## src/fp_exc_defs.vh

```
/*
 * constants for the floating-point exception unit: control-register
 * flag positions, APB offsets, operation classes and operand classes.
 * assumes nothing; definitions only.
 */
`ifndef FP_EXC_DEFS_VH
`define FP_EXC_DEFS_VH

// apb register byte offsets
`define FPX_OFF_FLAGS 12'h000
`define FPX_OFF_LAST 12'h004
`define FPX_OFF_COUNT 12'h008

// flag bit positions in the control register word
`define FPX_INV 0
`define FPX_DZE 1
`define FPX_OVF 2
`define FPX_UNF 3
`define FPX_INE 4
`define FPX_IOV 5
`define FPX_NFLAGS 6
`define FPX_FLAGS_RST 6'h00

// operation classes presented with each result
`define FPX_OP_ARITH 3'h0
`define FPX_OP_DIV 3'h1
`define FPX_OP_NOEXC 3'h2
`define FPX_OP_CVT_FQ 3'h3
`define FPX_OP_CVT_QL 3'h4
`define FPX_OP_CMP 3'h5

// operand classes
`define FPX_CL_ZERO 3'h0
`define FPX_CL_FINITE 3'h1
`define FPX_CL_DENORM 3'h2
`define FPX_CL_INF 3'h3
`define FPX_CL_NAN 3'h4
`define FPX_CL_RESOP 3'h5
`define FPX_CL_DIRTYZ 3'h6

`endif

```

## src/fp_operand_check.v

```verilog
/*
 * classifies one operand as valid, zero or non-finite for both the
 * ieee and the legacy format.
 * assumes the datapath supplies a pre-decoded operand class.
 */
`timescale 1ns/1ns
`include "fp_exc_defs.vh"

module fp_operand_check (
    input wire [2:0] class_i,
    input wire ieee_i,
    output wire nonfinite_o,
    output wire zero_o
);
    // ieee: nan, infinity, denormal; legacy: reserved operand, dirty zero
    assign nonfinite_o = ieee_i ?
        ((class_i == `FPX_CL_NAN) || (class_i == `FPX_CL_INF) ||
         (class_i == `FPX_CL_DENORM)) :
        ((class_i == `FPX_CL_RESOP) || (class_i == `FPX_CL_DIRTYZ));
    // true zero of either sign
    assign zero_o = (class_i == `FPX_CL_ZERO);
endmodule // fp_operand_check

```

## src/fp_exception_detect.v

```verilog
/*
 * floating-point exception detection: classifies each completing
 * operation, fixes the destination value, records sticky flags in the
 * control register (apb) and signals traps to the issue unit.
 * assumes the datapath gives operand classes, the rounded result,
 * range indications and the instruction's trap qualifiers in one cycle.
 */
// Added by the designer: the register addresses and the APB register port.
`timescale 1ns/1ns
`include "fp_exc_defs.vh"

// Summary of operation
// - invalid trap always on, destination unpredictable
// - non-finite operand raises invalid unless exempt
// - ieee zero over zero is invalid only
// - invalid sets flag and traps issue unit
// - divide-by-zero always traps; legacy zero denominator
// - ieee: valid nonzero numerator, zero denominator
// - divide-by-zero sets flag and traps
// - overflow on float destinations beyond largest
// - overflow sets flag and traps
// - underflow forces all-zero 64-bit result
// - underflow below smallest; never produce denormals
// - underflow flag always; trap only if enabled
// - inexact keeps rounded value, flags difference
// - inexact flag always; trap only if enabled
// - inexact enabled: overflows also raise inexact
// - quad-to-long overflow sets inexact, never traps it
// - integer overflow keeps low-order result bits
// - float-to-quad overflow outside signed 64-bit
// - quad-to-long overflow outside signed 32-bit
// - integer overflow flag; trap only if enabled
// - software-completion qualifier forwarded, never recorded
// - input exceptions override output exceptions
module fp_exception_detect #(
    parameter DATA_W = 64
) (
    input wire clock_i,
    input wire reset_i,
    // operation presented by the datapath
    input wire op_valid_i,
    input wire [2:0] op_class_i,
    input wire ieee_i,
    input wire [2:0] src_a_class_i,
    input wire [2:0] src_b_class_i,
    input wire [DATA_W-1:0] rounded_result_i,
    input wire [DATA_W-1:0] true_result_low_i,
    input wire result_too_large_i,
    input wire result_too_small_i,
    input wire result_inexact_i,
    input wire int_out_of_range_i,
    input wire underflow_trap_en_i,
    input wire inexact_trap_en_i,
    input wire int_overflow_trap_en_i,
    input wire software_completion_qualifier_i,
    // destination write to the register file
    output reg dest_valid_o,
    output reg [DATA_W-1:0] dest_data_o,
    output reg dest_unpredictable_o,
    // trap report to the issue unit
    output reg trap_valid_o,
    output reg [`FPX_NFLAGS-1:0] trap_kind_o,
    output reg software_completion_qualifier_o,
    // apb slave
    input wire psel,
    input wire penable,
    input wire pwrite,
    input wire [11:0] paddr,
    input wire [31:0] pwdata,
    output reg [31:0] prdata,
    output wire pready,
    output wire pslverr
);
    // operand checks
    wire a_nonfinite; // first operand non-finite
    wire a_zero; // first operand zero
    wire b_nonfinite; // second operand non-finite
    wire b_zero; // second operand zero

    fp_operand_check u_check_a (
        .class_i(src_a_class_i),
        .ieee_i(ieee_i),
        .nonfinite_o(a_nonfinite),
        .zero_o(a_zero)
    );

    fp_operand_check u_check_b (
        .class_i(src_b_class_i),
        .ieee_i(ieee_i),
        .nonfinite_o(b_nonfinite),
        .zero_o(b_zero)
    );

    // decoded operation kinds
    wire is_div = (op_class_i == `FPX_OP_DIV);
    wire is_noexc = (op_class_i == `FPX_OP_NOEXC);
    wire is_cvt_fq = (op_class_i == `FPX_OP_CVT_FQ);
    wire is_cvt_ql = (op_class_i == `FPX_OP_CVT_QL);
    // conversions and compares have no floating destination
    wire float_dest = !(is_cvt_fq || is_cvt_ql || (op_class_i == `FPX_OP_CMP));

    // raw condition detection
    reg inv_raw; // invalid operation
    reg dze_raw; // divide by zero
    reg ovf_raw; // floating overflow
    reg unf_raw; // floating underflow
    reg ine_raw; // inexact
    reg iov_raw; // integer overflow
    reg input_exc; // an operand-side exception exists

    // classify the completing operation
    always @* begin
        inv_raw = 1'b0;
        dze_raw = 1'b0;
        ovf_raw = 1'b0;
        unf_raw = 1'b0;
        ine_raw = 1'b0;
        iov_raw = 1'b0;
        if (op_valid_i && !is_noexc) begin
            // non-finite operand on an excepting instruction
            inv_raw = a_nonfinite || (b_nonfinite && !is_cvt_fq && !is_cvt_ql);
            // ieee zero divided by zero
            if (is_div && ieee_i && a_zero && b_zero) begin
                inv_raw = 1'b1;
            end
            // divide by zero with valid numerator
            if (is_div && !b_nonfinite && b_zero && !a_nonfinite) begin
                dze_raw = ieee_i ? !a_zero : 1'b1;
            end
            // overflow only for floating destinations
            ovf_raw = float_dest && result_too_large_i;
            // too small rounds to underflow, no denormals
            unf_raw = float_dest && result_too_small_i;
            // integer overflow in the two conversions
            iov_raw = (is_cvt_fq || is_cvt_ql) && int_out_of_range_i;
            // rounded value differs from exact one
            ine_raw = result_inexact_i;
            // range exceptions imply inexact when trap enabled
            if (inexact_trap_en_i && (ovf_raw || unf_raw || iov_raw)) begin
                ine_raw = 1'b1;
            end
            // quad-to-long overflow always marks inexact
            if (is_cvt_ql && iov_raw) begin
                ine_raw = 1'b1;
            end
        end
        input_exc = inv_raw || dze_raw;
    end

    // prioritised exception set: inputs hide outputs
    wire [`FPX_NFLAGS-1:0] exc_set;
    assign exc_set[`FPX_INV] = inv_raw;
    assign exc_set[`FPX_DZE] = dze_raw;
    assign exc_set[`FPX_OVF] = ovf_raw && !input_exc;
    assign exc_set[`FPX_UNF] = unf_raw && !input_exc;
    assign exc_set[`FPX_INE] = ine_raw && !input_exc;
    assign exc_set[`FPX_IOV] = iov_raw && !input_exc;

    // trap gating by qualifier enables
    wire [`FPX_NFLAGS-1:0] trap_set;
    assign trap_set[`FPX_INV] = exc_set[`FPX_INV];
    assign trap_set[`FPX_DZE] = exc_set[`FPX_DZE];
    assign trap_set[`FPX_OVF] = exc_set[`FPX_OVF];
    assign trap_set[`FPX_UNF] = exc_set[`FPX_UNF] && underflow_trap_en_i;
    assign trap_set[`FPX_INE] = exc_set[`FPX_INE] && inexact_trap_en_i
        && !is_cvt_ql;
    assign trap_set[`FPX_IOV] = exc_set[`FPX_IOV] && int_overflow_trap_en_i;

    // destination value selection
    reg [DATA_W-1:0] dest_nxt;
    always @* begin
        if (exc_set[`FPX_UNF]) begin
            dest_nxt = {DATA_W{1'b0}};
        end else if (exc_set[`FPX_IOV]) begin
            dest_nxt = true_result_low_i;
        end else begin
            dest_nxt = rounded_result_i;
        end
    end

    // control register state
    reg [`FPX_NFLAGS-1:0] flags_r; // sticky exception flags
    reg [`FPX_NFLAGS-1:0] last_exc_r; // exceptions of last operation
    reg [15:0] trap_count_r; // traps signalled so far

    // apb decode
    wire apb_wr = psel && penable && pwrite;
    wire wr_flags = apb_wr && (paddr == `FPX_OFF_FLAGS);
    wire addr_ok = (paddr == `FPX_OFF_FLAGS) || (paddr == `FPX_OFF_LAST) ||
        (paddr == `FPX_OFF_COUNT);
    assign pready = 1'b1;
    assign pslverr = psel && penable && !addr_ok;

    // destination and trap outputs, one cycle after the operation
    always @(posedge clock_i) begin
        if (reset_i) begin
            dest_valid_o <= 1'b0;
            dest_data_o <= {DATA_W{1'b0}};
            dest_unpredictable_o <= 1'b0;
            trap_valid_o <= 1'b0;
            trap_kind_o <= `FPX_FLAGS_RST;
            software_completion_qualifier_o <= 1'b0;
        end else begin
            dest_valid_o <= op_valid_i;
            dest_data_o <= op_valid_i ? dest_nxt : dest_data_o;
            // invalid, divide-by-zero, overflow leave destination undefined
            dest_unpredictable_o <= op_valid_i && (exc_set[`FPX_INV] ||
                exc_set[`FPX_DZE] || exc_set[`FPX_OVF]);
            trap_valid_o <= op_valid_i && (trap_set != {`FPX_NFLAGS{1'b0}});
            trap_kind_o <= op_valid_i ? trap_set : `FPX_FLAGS_RST;
            // qualifier goes to issue unit every operation
            software_completion_qualifier_o <= op_valid_i &&
                software_completion_qualifier_i;
        end
    end

    // sticky flags: a hardware set wins over a software clear
    always @(posedge clock_i) begin
        if (reset_i) begin
            flags_r <= `FPX_FLAGS_RST;
            last_exc_r <= `FPX_FLAGS_RST;
            trap_count_r <= 16'h0000;
        end else begin
            // write-one-to-clear, then merge new events
            flags_r <= (wr_flags ? (flags_r & ~pwdata[`FPX_NFLAGS-1:0]) : flags_r)
                | exc_set;
            if (op_valid_i) begin
                last_exc_r <= exc_set;
            end
            if (op_valid_i && (trap_set != {`FPX_NFLAGS{1'b0}})) begin
                trap_count_r <= trap_count_r + 16'h0001;
            end
        end
    end

    // read data mux, registered at the end of the setup cycle
    always @(posedge clock_i) begin
        if (reset_i) begin
            prdata <= 32'h00000000;
        end else if (psel && !penable && !pwrite) begin
            case (paddr)
                `FPX_OFF_FLAGS: begin
                    prdata <= {26'h0000000, flags_r};
                end
                `FPX_OFF_LAST: begin
                    prdata <= {26'h0000000, last_exc_r};
                end
                `FPX_OFF_COUNT: begin
                    prdata <= {16'h0000, trap_count_r};
                end
                default: begin
                    prdata <= 32'h00000000;
                end
            endcase
        end
    end
endmodule // fp_exception_detect

```

## config.mk

```make
export PLATFORM = sky130hd
export DESIGN_NAME = fp_exception_detect
export DESIGN_NICKNAME = d
export VERILOG_FILES = /design/src/fp_operand_check.v /design/src/fp_exception_detect.v
export VERILOG_INCLUDE_DIRS = /design/src /design/src/src
export SDC_FILE = /design/constraint.sdc
export NUM_CORES = 1
export LEC_CHECK = 0
export BUFFER_PORTS_ARGS = -buffer_cell sky130_fd_sc_hd__buf_2
export CAP_MARGIN = 10
export CELL_PAD_IN_SITES_DETAIL_PLACEMENT = 2
export CELL_PAD_IN_SITES_GLOBAL_PLACEMENT = 2
export CORE_MARGIN = 8
export CORE_UTILIZATION = 24
export CTS_BUF_LIST = sky130_fd_sc_hd__clkbuf_2
export CTS_CLUSTER_SIZE = 30
export DETAILED_ROUTE_END_ITERATION = 16
export GPL_TIMING_DRIVEN = 0
export PLACE_DENSITY = 0.78
export SYNTH_ARGS = -nofsm -noshare
export SYNTH_HDL_FRONTEND = slang
export SYNTH_SLANG_ARGS = --single-unit
```

## constraint.sdc

```tcl
create_clock -name clock_i -period 2.7 [get_ports clock_i]
set_input_delay 0.405 -clock clock_i [delete_from_list [all_inputs] [get_ports clock_i]]
set_output_delay 0.405 -clock clock_i [all_outputs]
set_load 0.02 [all_outputs]
```

==> run_results.csv, run 1 <==
group,metric,value,unit
status,status,"finished, final reports clean",
floorplan,core,22710,um2
clock_tree,cts_tree,"yes",
floorplan,start_util,24.56,%
timing,holdWs,0.1080,ns
critical_path,crit_path_max_fanout,10,
clock_tree,cts_max_level,4,
synth,netlist.area_leader.share,42.36,%
place,dp_hpwl,18770,um
timing,skew,0.05515,ns
worst_hold_path,min_from,"true_result_low_i[43]",
routing,drtIter0Drc,150,
flow_run,cap_violations,0,
timing,maxSlewViolCount,0,
place,port_buffers,257,
routing,finalWirelength,23460,um
timing,period_needed,2.297,ns
clock_tree,clock_sinks,118,
routing,postRouteAntennaNets,0,
power,powerDensity,507.1,nW/um2
synth,avgSynthCellArea,8.274,um2
critical_path,crit_chain,"buf_2 > xor2_1 > nand3b_1 > nand4b_1 > buf_2 > buf_2 > mux2i_1 > dlygate4sd3_1 > nor3_1 > a21oi_1 > nor2_1",
floorplan,rows,55,
global_routing,grtUsageTotal,16.66,%
place,dp_slack,-0.3868,ns
clock_tree,cts-root-buf,"clkbuf_2",
critical_path,r2r-start,"trap_count_r[2]",
final_layout,post-route-cell-area,7715,um2
final_layout,fin_util,33.97,%
final_layout,drive_gt1_share,32.63,%
timing,setup_viol,0,
timing,clock.fmax,435.4,MHz
global_routing,grt_max_degree,17,
synth,yosys.area.top_type,"dfxtp_1",
synth,synthFlopType,"dfxtp_1",
global_routing,gr-total-overflow,0,
synth,yosysMostFrequentCell,"dfxtp_1",
worst_hold_path,hp-class,"in -> reg",
clock_tree,clock_latency,0.71,ns
routing,wire_per_inst,18.30,um
global_routing,grt_first_pass_wirelength,37480,um
critical_path,cp.required,3.32,ns
timing,setup_tns,0,ns
place,place.gp.congestion,0.7625,
synth,netlist_top_cells_count,"dfxtp_1, a21oi_1, nor2_1, mux2i_1, nor3_1",
critical_path,crit_slowest_cell,"dlygate4sd3_1",
critical_path,crit_arrival,2.92,ns
final_layout,fin_nets,1180,
clock_tree,postCtsHoldBufs,18,
synth,synth_warnings,0,
power,p_leak,3.881,nW
critical_path,crit_path_end_kind,"register",
timing,fin_ws,0.4031,ns
timing,tightest_slew,0.6980,ns
timing,relSlewSlack,53.46,%
timing,finalCritPeriodShare,85.07,%
synth,synth_cells,674,
clock_tree,path_clk_slew,0.24,ns
routing,vias,6046,
global_routing,grt.met3_usage,6.361,%
floorplan,die_width,168.4,um
routing,drc_errors,0,
floorplan,die-area,28370,um2
power,ir_worst_vdd,0.0002419,V
global_routing,grt_util_met1,18.07,%
timing,rsz0062_at_grt,"no",
global_routing,grt_pass1_vias,6918,
place,place_area,7276,um2
global_routing,grt.busiest_layer,"met2",
global_routing,grt_use_met2,30.16,%
timing,finalHoldViolations,0,
critical_path,path_common_cell,"buf_2",
floorplan,die_y,168.4,um
floorplan,io_pins,304,
clock_tree,post_cts_buffers,0,
synth,synth-async-reset-ratio,0,%
synth,synth.area.top_cells,"dfxtp_1, mux2i_1, a21oi_1, nor2_1, nor3_1",
synth,synth_edf_count,0,
synth,ys_ff_latch,118,
final_layout,syn_to_final_growth,38.34,%
critical_path,crit_start,"ieee_i",
routing,routed_via_density,4.716,
synth,syn-cell-area,5577,um2
routing,dr.pass1.iters,4,
critical_path,path_class,"in -> reg",
synth,yosysSeqAreaShare,42.36,%
global_routing,antenna_found_initial,1,
critical_path,slowest_delay,0.57,ns
clock_tree,numCtsBuffers,17,
critical_path,start_kind,"input port",
clock_tree,cts_resized,0,
synth,ys_types,51,
clock_tree,clock_path_buffers,2,
-- layout make-up --
class                   instances  area (um2)
inverters                      12       45.04
clock inverters                14       166.4
fillers                      2758       14990
multi-input cells             493        2889
plain buffers                  66       336.6
clock buffers                  18       90.09
flip-flops and latches        118        2362
diodes                          1       2.502
repair buffers                275        1466
well taps                     285       356.6
-- through the flow --
| stage | std cells | power, W |
|---|---|---|
| 2_1_floorplan | 689 | 0.002334 |
| 3_3_place_gp | 1231 | 0.002657 |
| 3_5_place_dp | 1231 | 0.002679 |
| 4_1_cts | 1281 | 0.004002 |
| 5_1_grt | 1282 | 0.004159 |
| 6_report | 1282 | 0.003912 |
-- sequential cells by signal, summed over array words and instances (netlist names) --
signal / flops
dest_data_o: 64
dest_unpredictable_o: 1
dest_valid_o: 1
flags_r: 6
last_exc_r: 6
prdata: 16
software_completion_qualifier_o: 1
trap_count_r: 16
trap_kind_o: 6
trap_valid_o: 1
-- worst paths after layout --
kind                           end  slack (ns)  cells after the start
setup / recovery   dest_data_o[25]        0.40                     11
setup reg to reg  trap_count_r[15]        0.71                      7
hold reg to reg          prdata[2]        0.46                      2
hold / removal     dest_data_o[43]        0.11                      5
-- where the power goes --
part | leakage (nW) | switching [W] | total [W] | internal (W)
clock | 0.158 | 0.000804 | 0.00126 | 0.000459
combinational | 2.76 | 0.000462 | 0.000776 | 0.000313
sequential | 0.964 | 0.0000506 | 0.00187 | 0.00182
total | 3.88 | 0.00132 | 0.00391 | 0.00260
-- worst max-delay path: cells and delay by family --
family | cells | cell delay, ns
buf+inv | 4 | 1.41
simple gates | 4 | 0.56
compound gates | 1 | 0.13
mux | 1 | 0.25
xor+xnor | 1 | 0.15
-- per-layer routing --
layer	part of all wire [%]	wire length (um)
met5	0	0
met4	1.1	247
met3	7.2	1692
met2	51	11930
met1	41	9585
-- cell usage in the layout (no fill, tap or decap), drive strengths merged, types with 10 or more instances in the layout --
master	n
a21oi	101
a22oi	10
buf	287
clkbuf	54
conb	17
dfxtp	118
dlygate4sd3	18
inv	18
mux2i	71
nand2	30
nand3	14
nor2	88
nor3	66
o21ai	25
or3	11
-- cell families (layout without fill, tap and decap cells) --
family	count (synthesis)	in the layout	synth area share [%]
other	2	18	0.1347
DFF	118	118	42.36
muxes	71	71	12.74
AOI/OAI and AO/OA	148	148	14.76
xor gates and xnor gates	4	4	0.6283
and+or+nand+nor	252	252	22.30
adders and majority gates	1	1	0.2243
buffers and inverters	78	385	6.843
(Power assumes the default switching activity.)
==> run 2, diff against run 1 <==
--- a/config.mk
+++ b/config.mk
@@ -17,6 +17,7 @@
 export DETAILED_ROUTE_END_ITERATION = 16
 export GPL_TIMING_DRIVEN = 0
 export PLACE_DENSITY = 0.78
+export SETUP_SLACK_MARGIN = 0.5
 export SYNTH_ARGS = -nofsm -noshare
 export SYNTH_HDL_FRONTEND = slang
 export SYNTH_SLANG_ARGS = --single-unit
==> run_results.csv, run 2 (same netlist as run 1, synthesis figures left out) <==
group,metric,value,unit
timing,finalHoldViolations,0,
routing,finalWirelength,23380,um
clock_tree,clock_path_buffers,2,
floorplan,rows,55,
global_routing,antenna_found_initial,1,
timing,maxSlewViolCount,0,
power,p_leak,3.833,nW
routing,postRouteAntennaNets,0,
floorplan,start_util,24.56,%
place,place_area,7307,um2
critical_path,crit_arrival,2.62,ns
final_layout,mostFrequentLayoutCells,"buf_2, dfxtp_1, a21oi_1",
global_routing,gr-total-overflow,0,
final_layout,final_common_cell,"buf_2",
floorplan,die-area,28370,um2
global_routing,grt_max_degree,17,
floorplan,core,22710,um2
final_layout,syn_to_final_growth,36.89,%
global_routing,grtUsageTotal,16.53,%
floorplan,die_width,168.4,um
critical_path,crit_path_end_kind,"register",
final_layout,reg_top3,"dest_data_o (64), prdata (16), trap_count_r (16)",
clock_tree,clock_sinks,118,
critical_path,cp.required,3.24,ns
global_routing,grt_pass1_vias,6977,
floorplan,die_y,168.4,um
critical_path,reg2reg_slack,0.68,ns
flow_run,cap_violations,0,
final_layout,post-route-cell-area,7634,um2
routing,drtIter0Drc,130,
clock_tree,cts-root-buf,"clkbuf_2",
timing,setup_viol,0,
routing,routed_via_density,4.752,
critical_path,path_class,"in -> reg",
clock_tree,path_clk_slew,0.17,ns
timing,relSlewSlack,53.32,%
final_layout,largest_reg_flops,64,
final_layout,largest-register,"dest_data_o",
routing,vias,6044,
worst_hold_path,min_to,"flags_r[4]",
critical_path,crit_path_max_fanout,10,
clock_tree,numCtsBuffers,17,
power,powerDensity,495.0,nW/um2
place,port_buffers,257,
clock_tree,clock_latency,0.67,ns
worst_hold_path,min_from,"pwdata[4]",
clock_tree,cts_max_level,4,
timing,clock.fmax,480.2,MHz
place,dp_hpwl,18750,um
place,dp_slack,-0.4770,ns
routing,drc_errors,0,
power,ir_worst_vdd,0.0002238,V
timing,holdWs,0.1407,ns
timing,period_needed,2.082,ns
final_layout,fin_util,33.61,%
timing,tightest_slew,0.7002,ns
critical_path,r2r-start,"trap_count_r[3]",
routing,wire_per_inst,18.38,um
timing,rsz0062_at_grt,"no",
critical_path,start_kind,"input port",
worst_hold_path,hold_depth,4,
worst_hold_path,hp-class,"in -> reg",
critical_path,crit_start,"src_a_class_i[2]",
critical_path,regToRegEndpoint,"trap_count_r[15]",
status,status,"finished, final reports clean",
timing,skew,0.03039,ns
timing,fin_ws,0.6176,ns
clock_tree,cts_tree,"yes",
routing,dr.pass1.iters,4,
final_layout,finalNonFillerCells,1272,
final_layout,drive_gt1_share,33.50,%
floorplan,io_pins,304,
place,place.gp.congestion,0.7537,
place,place_inst,1231,
global_routing,grt_first_pass_wirelength,37320,um
critical_path,rr_worst_depth,7,
final_layout,fin_nets,1170,
timing,finalCritPeriodShare,77.12,%
==> run 2: cell count changes in the layout (fill, tap and decap cells not counted), sizes merged <==
cell,delta
dlygate4sd3,-11
inv,-5
clkinvlp,+4
buf,+1
diode,+1
==> run 2: cell type report <==
type	instances	area, um2
plain buffers	66	344.1
multi-input cells	493	2932
inverters	12	45.04
diodes	2	5.005
repair buffers	265	1364
clock inverters	13	133.9
well taps	285	356.6
fillers	2729	15080
clock buffers	18	90.09
flip-flops and latches	118	2364
==> run 2: per-stage QoR <==
| stage | setup TNS, ns | total power [W] |
|---|---|---|
| 2_1_floorplan | 0 | 0.002338 |
| 3_3_place_gp | -10.91 | 0.002660 |
| 3_5_place_dp | -17.37 | 0.002684 |
| 4_1_cts | 0 | 0.003868 |
| 5_1_grt | 0 | 0.004015 |
| 6_report | 0 | 0.003778 |
==> run 2: repair_timing <==
item                                   in CTS  in global routing
endpoints found under the hold margin       6                  0
setup endpoints to repair                  41                  5
resized for setup                           3                  4
pin swaps                                   1                  0
setup buffers                               1                  0
hold buffers                                7                  0
gates cloned                                0                  0
==> run 2: worst max-delay path, cell delays in order <==
cell and delay [ns]:
buf_2 0.12, or4b_1 0.56, nand4b_1 0.23, nor2b_2 0.22, and4_4 0.28, buf_2 0.22
buf_2 0.30, mux2i_1 0.23, nor2_1 0.05
==> run 2: how the worst max path moves through the flow <==
| stage | to | slack [ns] | cells past startpoint |
|---|---|---|---|
| floorplan | trap_count_r[15] | 0.50 | 9 |
| global placement | dest_data_o[50] | -0.32 | 10 |
| detailed placement | dest_data_o[52] | -0.48 | 10 |
| CTS | trap_count_r[14] | 0.55 | 7 |
| global route | dest_data_o[50] | 0.54 | 10 |
| finish | trap_count_r[1] | 0.62 | 9 |
==> run 2: power by group <==
group | leakage, nW | total, W | internal (W) | switching, W
Clock | 0.127 | 0.00113 | 0.000416 | 0.000719
Sequential | 0.965 | 0.00187 | 0.00182 | 0.0000490
Combinational | 2.74 | 0.000773 | 0.000307 | 0.000465
Total | 3.83 | 0.00378 | 0.00254 | 0.00123
==> run 2: layer usage <==
metal  track usage (%)  vias up  part of all wire, %
met1             17.17     2912                   40
li1                  -     2951                    -
met5                 0        -                    0
met4             4.037        0                  1.2
met3             6.221       16                  7.1
met2             30.81      165                   52
